<file path="src/rtl/plmc_pkg.sv">
// Purpose: Shared constants for the configurable output macrocell block.
// Assumes: Eight macrocells and a 64-bit signature word.
// Notes: Global and local select codes follow the configuration table.
package plmc_pkg;
	localparam int unsigned PLMC_CELLS = 8;
	localparam int unsigned PLMC_SIG_W = 64;
	// Cells that lose array feedback in plain combinatorial output mode.
	localparam logic [PLMC_CELLS-1:0] PLMC_NOFB_MASK = 8'h18;
	localparam logic [1:0] PLMC_GSEL_REG = 2'h2;
	localparam logic [1:0] PLMC_GSEL_CMB = 2'h1;
	localparam logic [1:0] PLMC_GSEL_IO = 2'h3;
	localparam logic PLMC_FF_RESET = 1'h0;
	localparam logic PLMC_SEC_CLEAR = 1'h0;
	localparam logic [PLMC_SIG_W-1:0] PLMC_SIG_RESET = 64'h0;
	typedef enum logic [1:0] {
		PLMC_MODE_REG,
		PLMC_MODE_CIO,
		PLMC_MODE_COUT,
		PLMC_MODE_IN
	} plmc_mode_t;
endpackage

</file>
<file path="src/rtl/plmc_macrocells.sv">
// Purpose: Eight configurable output macrocells with preload, protection bit and signature word.
// Assumes: One clock; synchronous active-low reset stands for power-up.
// Notes: The sum-of-products terms come in from the array as plain inputs.
// Behaviour
// - Combinatorial modes offer either output polarity, registered mode drives the inverted flip-flop.
// - Two fixed cells give no array feedback when set as plain combinatorial outputs.
// - All macrocell flip-flops start low after power-up.
// - A registered cell drives high right after power-up since its cleared flip-flop is inverted.
// - A combinatorial cell drives its logic value right after power-up with no forced level.
// - The flip-flops can be loaded directly from values supplied on the output pins.
// - Preload accepts any state, including states outside the designed sequence.
// - Once the protection bit is set, readback of the array pattern is refused.
// - The protection bit clears only through the erase input, which wins over a protect request in the same cycle.
// - A 64-bit user signature word holds any user data.
// - The signature word is readable whatever the protection bit holds.
`timescale 1ns/1ps
module plmc_macrocells
	import plmc_pkg::*;
(
	input wire logic clk_sys_i,
	input wire logic rst_n_i,
	input wire logic global_select_lo_i,
	input wire logic global_select_hi_i,
	input wire logic [PLMC_CELLS-1:0] local_cell_select_i,
	input wire logic [PLMC_CELLS-1:0] polarity_high_i,
	input wire logic [PLMC_CELLS-1:0] sop_i,
	input wire logic [PLMC_CELLS-1:0] oe_term_i,
	input wire logic oe_n_i,
	input wire logic [PLMC_CELLS-1:0] pin_i,
	input wire logic preload_i,
	input wire logic erase_i,
	input wire logic prog_secure_i,
	input wire logic sig_write_i,
	input wire logic [PLMC_SIG_W-1:0] sig_data_i,
	input wire logic readback_req_i,
	input wire logic [PLMC_CELLS-1:0] array_pattern_i,
	output logic [PLMC_CELLS-1:0] pin_o,
	output logic [PLMC_CELLS-1:0] pin_oe_o,
	output logic [PLMC_CELLS-1:0] feedback_o,
	output logic [PLMC_CELLS-1:0] feedback_valid_o,
	output logic secure_o,
	output logic readback_valid_o,
	output logic [PLMC_CELLS-1:0] readback_data_o,
	output logic [PLMC_SIG_W-1:0] sig_o
);
	logic [PLMC_CELLS-1:0] ff_q, ff_d;
	logic [PLMC_CELLS-1:0] pin_q, pin_d, oe_q, oe_d, fb_q, fb_d, fbv_q, fbv_d;
	logic sec_q, sec_d, rbv_q, rbv_d;
	logic [PLMC_CELLS-1:0] rbd_q, rbd_d;
	logic [PLMC_SIG_W-1:0] sig_q, sig_d;
	logic [1:0] gsel;
	plmc_mode_t mode [PLMC_CELLS];
	// Which cells ran registered in the last cycle, kept only so the power-up level can be checked.
	logic [PLMC_CELLS-1:0] reg_cell_q, reg_cell_d;

	// The high select bit is the upper bit of the code, matching the package constants.
	assign gsel = {global_select_hi_i, global_select_lo_i};

	genvar gi;
	generate
		for (gi = 0; gi < PLMC_CELLS; gi++) begin : g_cell
			always_comb begin
				// One shared global code, one local bit per cell.
				// The spare global code falls back to input so no pin is driven by surprise.
				mode[gi] = PLMC_MODE_IN;
				if (gsel == PLMC_GSEL_REG) begin
					mode[gi] = local_cell_select_i[gi] ? PLMC_MODE_CIO : PLMC_MODE_REG;
				end else if (gsel == PLMC_GSEL_CMB) begin
					mode[gi] = local_cell_select_i[gi] ? PLMC_MODE_IN : PLMC_MODE_COUT;
				end else if (gsel == PLMC_GSEL_IO) begin
					mode[gi] = PLMC_MODE_CIO;
				end
			end

			always_comb begin
				ff_d[gi] = ff_q[gi];
				pin_d[gi] = 1'h0;
				oe_d[gi] = 1'h0;
				fb_d[gi] = 1'h0;
				fbv_d[gi] = 1'h1;
				reg_cell_d[gi] = (mode[gi] == PLMC_MODE_REG);
				// Power-up clears the flip-flop; the pins and the array only act outside reset.
				// Preload bypasses the array so any state, legal or not, can be forced.
				if (!rst_n_i) begin
					ff_d[gi] = PLMC_FF_RESET;
				end else if (preload_i) begin
					ff_d[gi] = pin_i[gi];
				end else if (mode[gi] == PLMC_MODE_REG) begin
					ff_d[gi] = sop_i[gi];
				end
				case (mode[gi])
					PLMC_MODE_REG: begin
						pin_d[gi] = ~ff_d[gi];
						oe_d[gi] = ~oe_n_i;
						fb_d[gi] = ff_d[gi];
					end
					PLMC_MODE_CIO: begin
						pin_d[gi] = polarity_high_i[gi] ? sop_i[gi] : ~sop_i[gi];
						oe_d[gi] = oe_term_i[gi];
						fb_d[gi] = pin_i[gi];
					end
					PLMC_MODE_COUT: begin
						pin_d[gi] = polarity_high_i[gi] ? sop_i[gi] : ~sop_i[gi];
						oe_d[gi] = 1'h1;
						// Blocked cells report a steady low with valid cleared, never a stale level.
						fb_d[gi] = PLMC_NOFB_MASK[gi] ? 1'h0 : pin_d[gi];
						fbv_d[gi] = ~PLMC_NOFB_MASK[gi];
					end
					PLMC_MODE_IN: begin
						oe_d[gi] = 1'h0;
						fb_d[gi] = pin_i[gi];
					end
					default: begin
						// Not reachable with a full decode; the buffer stays off if it ever is.
						oe_d[gi] = 1'h0;
					end
				endcase
			end
		end
	endgenerate

	always_comb begin
		sec_d = sec_q;
		sig_d = sig_q;
		// Erase is the only path that clears protection; programming may only set it.
		if (erase_i) begin
			sec_d = PLMC_SEC_CLEAR;
		end else if (prog_secure_i) begin
			sec_d = 1'h1;
		end
		if (sig_write_i) begin
			sig_d = sig_data_i;
		end
		rbv_d = readback_req_i && !sec_q;
		// Data is zero whenever readback is refused, so no part of the pattern leaks.
		rbd_d = rbv_d ? array_pattern_i : '0;
	end

	always_ff @(posedge clk_sys_i) begin
		// Cell registers take their power-up values through the next-state logic.
		ff_q <= ff_d;
		pin_q <= pin_d;
		oe_q <= oe_d;
		fb_q <= fb_d;
		fbv_q <= fbv_d;
		reg_cell_q <= reg_cell_d;
		if (!rst_n_i) begin
			rbv_q <= 1'h0;
			rbd_q <= '0;
		end else begin
			rbv_q <= rbv_d;
			rbd_q <= rbd_d;
		end
	end

	// The protection bit and signature are non-volatile: power-up does not touch them.
	always_ff @(posedge clk_sys_i) begin
		sec_q <= sec_d;
		sig_q <= sig_d;
	end

	assign pin_o = pin_q;
	assign pin_oe_o = oe_q;
	assign feedback_o = fb_q;
	assign feedback_valid_o = fbv_q;
	assign secure_o = sec_q;
	assign readback_valid_o = rbv_q;
	assign readback_data_o = rbd_q;
	assign sig_o = sig_q;
endmodule

</file>
<file path="config.mk">
export PLATFORM = sky130hd
export DESIGN_NAME = plmc_macrocells
export DESIGN_NICKNAME = d
export VERILOG_FILES = /design/src/rtl/plmc_pkg.sv /design/src/rtl/plmc_macrocells.sv
export SDC_FILE = /design/constraint.sdc
export NUM_CORES = 1
export LEC_CHECK = 0
export BUFFER_PORTS_ARGS = -buffer_cell sky130_fd_sc_hd__buf_2
export CORE_ASPECT_RATIO = 2
export CORE_UTILIZATION = 47
export DETAILED_ROUTE_END_ITERATION = 10
export GPL_ROUTABILITY_DRIVEN = 1
export PLACE_DENSITY = 0.85
export SLEW_MARGIN = 20
export SYNTH_ARGS = -nofsm -noshare
export SYNTH_HDL_FRONTEND = slang
export SYNTH_SLANG_ARGS = --single-unit
</file>
<file path="constraint.sdc">
create_clock -name clk_sys_i -period 2.65 [get_ports clk_sys_i]
set_input_delay 0.3975 -clock clk_sys_i [delete_from_list [all_inputs] [get_ports clk_sys_i]]
set_output_delay 0.3975 -clock clk_sys_i [all_outputs]
set_load 0.05 [all_outputs]
</file>
# Word level (Yosys, flattened, before mapping)
# Index checks and enable logic that the tools add are counted.
[totals] out_inout_bits=106 wordCells=171 ff_bits=108 inputBits=122
[classes] n_mux=91 bitwise_logic=17 reduce_logical=27 n_eq_ne=27
[op_table] cell="two-way mux 1 bit" count=50
[op_table] cell="== test 2 bit, second input constant" count=18
[op_table] cell="two-way mux 2 bit" count=17
[op_table] cell="case mux 1 bit (4 select lines)" count=8
[op_table] cell="OR reduction 2 bit" count=16
[op_table] cell="case mux 1 bit (3 select lines)" count=8
[op_table] cell="== test 2 x 1 -> 1 bit, second input constant" count=9
[op_table] cell="inverter 1 bit" count=17
[op_table] cell="zero test 2 bit" count=8
[op_table] cell="case mux 1 bit (2 select lines)" count=8
[op_table] cell="AND reduction 2 bit" count=1
[op_table] cell="logical AND 1 bit" count=1
[op_table] cell="zero test 1 bit" count=1

# Logic depth before layout (Yosys ltp)
# Gate-level depths: netlist of run 1.
[depth] ltp_word=10 mapped_depth=6 mapped_depth_nobuf=4

# Worst setup path after synthesis of run 1
# No wires, ideal clock.
[synth_timing] path_type="input -> register" startpoint="in local_cell_select_i[1]" endpoint="reg pin_q[1], in the netlist pin_o[1]" n_path_buf=1 required_ns=2.528 slack_ns=1.329 setup_time_ns=0.122 arrival_time_ns=1.199 cell_stages=4 cell_sequence="buf_2 mux2i_4 o32ai_1 a221o_1"
[synth_between] elab_chain_len=9 word_cells_on_any_way=13 classes_between="eq/ne (2); mux (8); bitwise (1); reduce/logical (2)"
[synth_rtl] element="from (decl)" line="plmc_macrocells.sv:24" text="input wire logic [PLMC_CELLS-1:0] local_cell_select_i,"
[synth_rtl] element="two-way mux 1 bit" line="plmc_macrocells.sv:67, plmc_macrocells.sv:69"
[synth_rtl] element="two-way mux 2 bit" line="plmc_macrocells.sv:68" text="end else if (gsel == PLMC_GSEL_CMB) begin"
[synth_rtl] element="two-way mux 2 bit (*)" line="plmc_macrocells.sv:66" text="if (gsel == PLMC_GSEL_REG) begin"
[synth_rtl] element="zero test 2 bit" line="plmc_macrocells.sv:88, plmc_macrocells.sv:91"
[synth_rtl] element="two-way mux 1 bit" line="plmc_macrocells.sv:88" text="end else if (mode[gi] == PLMC_MODE_REG) begin"
[synth_rtl] element="two-way mux 1 bit" line="plmc_macrocells.sv:86" text="end else if (preload_i) begin"
[synth_rtl] element="two-way mux 1 bit" line="plmc_macrocells.sv:84" text="if (!rst_n_i) begin"
[synth_rtl] element="inverter 1 bit" line="plmc_macrocells.sv:93" text="pin_d[gi] = ~ff_d[gi];"
[synth_rtl] element="case mux 1 bit (2 select lines) (*)" line="plmc_macrocells.sv:91" text="case (mode[gi])"
[synth_rtl] element="net pin_d[1]" line="plmc_macrocells.sv:47" text="logic [PLMC_CELLS-1:0] pin_q, pin_d, oe_q, oe_d, fb_q, fb_d, fbv_q, fbv_d;"
[synth_rtl] element="to (signal assigned)" line="plmc_macrocells.sv:142" text="pin_q <= pin_d;"
[synth_rtl] element="to (decl)" line="plmc_macrocells.sv:47"
# The timed path passes the listed nets; every way through them passes the cells marked *.
# A chain may end at the register's enable or synchronous reset.

# Final worst setup path of run 1
[layout_timing] startpoint="in global_select_hi_i" endpoint="reg pin_q[3], in the netlist pin_o[3]"
[layout_between] elab_chain_len=10 word_cells_on_any_way=15 classes_between="eq/ne (5); mux (7); bitwise (1); reduce/logical (2)"
[layout_rtl] element="from (decl)" line="plmc_macrocells.sv:23" text="input wire logic global_select_hi_i,"
[layout_rtl] element="== test 2 bit" line="plmc_macrocells.sv:70" text="end else if (gsel == PLMC_GSEL_IO) begin"
[layout_rtl] element="two-way mux 2 bit" line="plmc_macrocells.sv:70"
[layout_rtl] element="two-way mux 2 bit" line="plmc_macrocells.sv:68"
[layout_rtl] element="two-way mux 2 bit (*)" line="plmc_macrocells.sv:66"
[layout_rtl] element="zero test 2 bit" line="plmc_macrocells.sv:88, plmc_macrocells.sv:91"
[layout_rtl] element="two-way mux 1 bit" line="plmc_macrocells.sv:88"
[layout_rtl] element="two-way mux 1 bit" line="plmc_macrocells.sv:86"
[layout_rtl] element="two-way mux 1 bit" line="plmc_macrocells.sv:84"
[layout_rtl] element="inverter 1 bit" line="plmc_macrocells.sv:93"
[layout_rtl] element="case mux 1 bit (2 select lines) (*)" line="plmc_macrocells.sv:91"
[layout_rtl] element="net pin_d[3]" line="plmc_macrocells.sv:47"
# Marks and branches as above.

==> results by group, run 1 <==
Yosys
  • Mean post-synth cell area: between 10 and 15 um^2
  • Synth warn: 0
  • Yosys cell types: 45
  • Top-count cell post-synth: edfxtp_1
  • Post-synthesis sequential area ratio: 0.670
  • Mapped cell area: between 3000 and 4000 um^2
  • FFs w/ async S/R, synth: 0
  • Post-synth EDFFs: 64
  • Commonest cells in the netlist: 64 x edfxtp_1, 36 x dfxtp_1, 28 x nand2_1
  • Instance count of the mapped netlist: between 300 and 400
  • Synth top area share: 0.488
  • Most used DFF post-synth: edfxtp_1
  • Synth area leader: edfxtp_1
  • Synthesis-stage register bit count: 100
  • Area contributors post-synth: edfxtp_1 49%, dfxtp_1 18%, o21ai_0 2.8%

Worst setup path
  • Critical path's largest stage delay: ~580 ps
  • Worst EP arrival: 1970 ps
  • Max stage delay cell, worst path: buf_2
  • Worst-path cell chain: buf_2, nand2b_2, o32ai_1, a221o_1
  • Worst setup SP type: primary input
  • Required @ worst endpoint: 2930 ps
  • Crit Path Max Fanout: 46
  • Crit path kind: in2reg
  • Crit path capture type: flop

Power and ir drop
  • Sw power: between 1 and 1.5 mW
  • P per Cell Area: 738 nW/um^2
  • Flop pwr share: 0.461
  • Int Pwr: 2.69 mW
  • Leakage Power: ~2.4 nW
  • Clock power share: 0.312
  • Sw Ratio: 0.319
  • Peak supply drop: ~0.00044 V
  • Comb power frac: 0.227
  • Power consumption: 3.94 mW

Global route
  • Initial antenna violation count: 0
  • Global-route wire length before repair: 16.1 mm
  • Gr ovfl total: 0
  • GR peak layer: met2
  • Vias in the first global route: 3208
  • Met3 Usage GRT: 0.0712
  • Largest net degree at the start of global routing: 47
  • GR met1 Demand/Resource: 0.248
  • Total GRT Usage: 0.248
  • Met2 usage: 0.449

Clock network
  • Clock root cell: clkbuf_16
  • Hold buffers post-CTS: 0
  • Post-CTS Repair Setup Buffers: 0
  • Worst-Skew Late Latency: ~340 ps
  • H-tree depth: 3
  • CTS Buffer Depth: 2
  • TritonCTS Buffers: 9
  • CTS tree: done
  • Quantity of gates resized following cts: 0
  • TritonCTS Sinks: 100
  • Clock transition at path regs: 70 ps

STA
  • Fmax: 593 MHz
  • Final Skew: 0.938 ps
  • Hold Fails Final Rpt: 0
  • Final setup fails: 0
  • Worst Tran Pin Value: 770 ps
  • RSZ-0062 raised after global routing: no
  • Post-route clock period utilization: 0.636
  • PnR worst setup slack: 964 ps
  • Final slew viol count: 0
  • Post-route minimum period: around 1700 ps
  • Setup TNS: 0 ps
  • Relative slew slack: 0.487

Place
  • Place WS: around 660 ps
  • Buffers added on ports: roughly 220
  • Final GP Congestion: 0.823
  • Hpwl dp: 8.16 mm

Detailed routing
  • Via density: between 5 and 6
  • First-pass DRT Iterations: 5
  • Antenna viol nets, final: 0
  • DR WL/cell: ~17 um
  • DRT iter0 DRCs: 252
  • WL final: 10.4 mm
  • Drc violations: 0
  • Routed vias: 3200

Die
  • IO Pins: 228
  • # rows: 46
  • Core box area: 8000 um^2
  • Die Area: 8780 um^2
  • Chip height: 132 um
  • Initial Util: 0.493
  • Die W: 66.8 um

Status
  • Outcome: completed

Finish
  • Share of layout cells above drive strength 1: 0.491
  • Final nets: 642
  • Fill cell count: between 600 and 700
  • Antenna diodes: 0
  • Area delta synth->final: 35.6%

Job
  • Maxcap violations: 0

Hold path
  • Worst hold path type: in2reg
## cell families after synthesis
family,count (synthesis),synth area share
AND/OR/NAND/NOR,98,0.133
multiplexers,11,0.0327
buffers and inverters,27,0.0419
flip-flops,100,0.670
other,1,0.000951
XOR/XNOR,7,0.0156
AO/OA/AOI/OAI,59,0.105
## per-stage QoR
step / utilization / std cells / hold slack (ps) / instance area [um^2]
floorplan: - / 308 / 470 / 3960
global placement: 0.632 / 605 / 471 / 5060
detailed placement: 0.632 / 605 / 493 / 5060
CTS: 0.668 / 621 / 192 / 5340
global route: 0.668 / 621 / 204 / 5340
finish: 0.668 / 621 / 206 / 5340
## power by group through the flow
stage | logic [mW] | registers (mW) | clock network [mW]
4_1_cts | 0.896 | 1.82 | 1.26
6_report | 0.894 | 1.82 | 1.23
3_5_place_dp | 0.895 | 1.86 | 0
3_3_place_gp | 0.876 | 1.85 | 0
5_1_grt | 0.940 | 1.83 | 1.31
2_1_floorplan | 0.182 | 2.30 | 0
## state kept, by name (all words and copies together), names as in the netlist
register / count
sig_o: 64
feedback_o: 8
pin_o: 8
pin_oe_o: 8
readback_data_o: 8
feedback_valid_o: 2
readback_valid_o: 1
secure_o: 1
## routing by layer
metal  vias up  part of all wire
li1       1524                 -
met1      1465              0.33
met2       189              0.55
met3        22             0.092
met4         0             0.024
met5         -                 0
## cells in the final DEF (no fill, tap or decap), types with 8 or more instances in the layout
master,instances
buf_2,221
edfxtp_1,64
nand2_1,28
nor2_1,13
o21ai_0,22
and2_1,8
clkbuf_16,9
dfxtp_1,36
## critical path: cells and delay by family
family	cells	cell delay [ps]
buffers and inverters	1	580
AO/OA/AOI/OAI	2	560
AND/OR/NAND/NOR	1	410
## worst paths after layout
check                     startpoint            endpoint  slack [ps]  cells after the start
setup / recovery  global_select_hi_i            pin_o[3]         960                      4
hold / removal               erase_i            secure_o         210                      2
setup reg to reg            secure_o  readback_data_o[3]        1750                      2
hold reg to reg             secure_o            secure_o         510                      2
## layout make-up
cell class / count / area [um^2] / share of cell area
Clock inverter: 5 / 42.5 / 0.00796
Clock buffer: 11 / 243 / 0.0454
Multi-Input combinational cell: 181 / 1150 / 0.216
Sequential cell: 100 / 2640 / 0.494
Inverter: 4 / 15.0 / 0.00281
Tap cell: 96 / 120 / 0.0225
Timing Repair Buffer: 224 / 1130 / 0.211
Note: power is estimated with default switching activity, not from simulation.
==> run 2: changes to the inputs <==
--- a/config.mk
+++ b/config.mk
@@ -7,10 +7,10 @@
 export LEC_CHECK = 0
 export BUFFER_PORTS_ARGS = -buffer_cell sky130_fd_sc_hd__buf_2
 export CORE_ASPECT_RATIO = 2
-export CORE_UTILIZATION = 47
+export CORE_UTILIZATION = 43
 export DETAILED_ROUTE_END_ITERATION = 10
 export GPL_ROUTABILITY_DRIVEN = 1
-export PLACE_DENSITY = 0.85
+export PLACE_DENSITY = 0.79
 export SLEW_MARGIN = 20
 export SYNTH_ARGS = -nofsm -noshare
 export SYNTH_HDL_FRONTEND = slang
==> constraint.sdc (replaced) <==
create_clock -name clk_sys_i -period 1.65 [get_ports clk_sys_i]
set_input_delay 0.2475 -clock clk_sys_i [delete_from_list [all_inputs] [get_ports clk_sys_i]]
set_output_delay 0.2475 -clock clk_sys_i [all_outputs]
set_load 0.05 [all_outputs]
==> run 2 against run 1 <==
Compared with the run above:
- cell area increased by 0.96%
- register-to-register slack worse by 980 ps
- critical path depth down 3
- combinational power grew 61%
- sequential power up 60%
- count of clock-buffer cells in the layout shrank 2
- sequential share of layout area down 0.47 points
- final cell count up 1.6%
- total power rose by 61%
- largest power group unchanged
==> results by group, run 2 (same netlist as run 1, synthesis figures left out) <==
Worst setup path
  • Max stage delay cell, worst path: dfxtp_1
  • Cell family with most CP delay: flip-flops
  • Crit path kind: reg2out
  • Critical path's largest stage delay: 350 ps (-230 ps)
  • Crit Path Max Fanout: 3 (-93%)
  • Worst setup SP type: flop
  • Worst EP arrival: 950 ps (-1020 ps)
  • Crit path capture type: output pin
  • Setup crit start: secure_o
  • Reg2reg end: readback_data_o[5]
  • CP bufs+invs: 1 (unchanged)
  • R2R cell count: 2 (unchanged)
  • Reg2reg start: secure_o
  • Worst-path cell chain: buf_2
  • Required @ worst endpoint: 1400 ps (-1530 ps)
  • Reg2Reg Setup Slack: 770 ps (-980 ps)

Power and ir drop
  • Leakage Power: 2.43 nW (+0.89%)
  • P per Cell Area: 1180 nW/um^2 (+59%)
  • Peak supply drop: 0.000539 V (+24%)

Detailed routing
  • Antenna viol nets, final: 0 (unchanged)
  • First-pass DRT Iterations: 4 (-1)
  • DRT iter0 DRCs: 138 (-45%)
  • WL final: 9.86 mm (-5.2%)
  • Drc violations: 0 (unchanged)
  • DR WL/cell: 15.6 um (-6.7%)
  • Routed vias: 3172 (-0.88%)
  • Via density: 5.03 (-2.4%)

STA
  • Final Skew: 1.53 ps (+0.591 ps)
  • Fmax: around 830 MHz
  • PnR worst setup slack: 449 ps (-515 ps)
  • Hold Fails Final Rpt: 0 (unchanged)
  • Final setup fails: 0 (unchanged)
  • Final slew viol count: 0 (unchanged)
  • Setup TNS: 0 ps (unchanged)
  • Post-route clock period utilization: 0.728
  • RSZ-0062 raised after global routing: no
  • Post-route minimum period: roughly 1200 ps

Die
  • Core box area: 8950 um^2 (+12%)
  • Die Area: 9580 um^2 (+9.1%)
  • Chip height: 137 um (+4.5%)
  • IO Pins: 228 (unchanged)
  • Initial Util: 0.440 (-0.0523)
  • Die W: 69.7 um (+4.4%)
  • # rows: 49 (+6.5%)

Global route
  • GR peak layer: met2
  • Met2 usage: 0.369 (-0.0795)
  • Total GRT Usage: 0.202 (-0.0462)
  • Global-route wire length before repair: 14.9 mm (-7.6%)
  • Largest net degree at the start of global routing: 65 (+38%)
  • Gr ovfl total: 0 (unchanged)
  • GR met1 Demand/Resource: 0.212 (-0.0362)
  • Met3 Usage GRT: 0.0505 (-0.0207)
  • Initial antenna violation count: 0 (unchanged)
  • Vias in the first global route: 3006 (-6.3%)

Hold path
  • Hold Crit Endpoint: secure_o
  • WHS Path Cells: 2 (unchanged)
  • Worst hold path type: in2reg
  • Worst hold start: erase_i

Place
  • Buffers added on ports: 221 (unchanged)
  • Hpwl dp: 7.84 mm (-4.0%)
  • Final GP Congestion: 0.775 (-5.8%)
  • Place WS: 253 ps (-409 ps)
  • Placed instance count: 615 (+1.7%)

Finish
  • Final Util: 0.603 (-0.0652)
  • Max reg flops: 64 (unchanged)
  • Fill cell count: 735 (+17%)
  • Area delta synth->final: 36.9%
  • Most common library cell in the layout ignoring fill and taps: buf_2
  • Share of layout cells above drive strength 1: 0.497 (+0.00574)
  • Non-Filler Instances: 631 (+1.6%)
  • Final nets: 646 (+0.62%)
  • Commonest cells after routing, fill and taps aside: 221 x buf_2, 64 x edfxtp_1, 36 x dfxtp_1
  • Antenna diodes: 0 (unchanged)

Clock network
  • Clock transition at path regs: 70 ps (about the same)
  • CTS Buffer Depth: 2 (unchanged)
  • Hold buffers post-CTS: 0 (unchanged)
  • CTS tree: done
  • H-tree depth: 3 (unchanged)
  • Clock root cell: clkbuf_16
  • TritonCTS Sinks: 100 (unchanged)
  • TritonCTS Buffers: 9 (unchanged)
  • Worst-Skew Late Latency: 340 ps (about the same)
  • Post-CTS Repair Setup Buffers: 0 (unchanged)
  • Quantity of gates resized following cts: 0 (unchanged)

Job
  • Maxcap violations: 0 (unchanged)

Status
  • Outcome: completed
-- run 2: power breakdown --
part	internal, mW	leakage, nW	switching [mW]
clock	1.06	0.141	0.936
sequential	2.87	0.927	0.0442
combinational	0.368	1.36	1.07
-- run 2: how the worst max path moves through the flow --
stage	end	depth (start not counted)
6_report	secure_o	1
3_3_place_gp	feedback_o[2]	4
4_1_cts	secure_o	1
5_1_grt	secure_o	1
3_5_place_dp	feedback_o[2]	4
2_1_floorplan	pin_o[1]	4
-- run 2: layer usage --
layer | share of wire | up-vias
met5 | 0 | -
met4 | 0.031 | 0
met3 | 0.067 | 20
met2 | 0.54 | 159
met1 | 0.36 | 1465
li1 | - | 1528
-- run 2: final cells by class --
class / instances / area [um^2] / share of cell area
clock inverter: 7 / 61.3 / 0.0114
clock buffer: 9 / 225 / 0.0417
multi-input combinational: 181 / 1150 / 0.214
inverter: 4 / 15.0 / 0.00278
sequential: 100 / 2640 / 0.490
timing repair buffer: 228 / 1170 / 0.217
tap: 102 / 128 / 0.0237
-- run 2: metrics by stage --
stage	cell area, um^2	hold WS [ps]	total power [mW]
CTS	5400	49.0	6.41
floorplan	3960	320	3.99
detailed placement	5110	410	4.42
finish	5400	57.8	6.35
global placement	5110	404	4.39
global route	5400	54.9	6.58
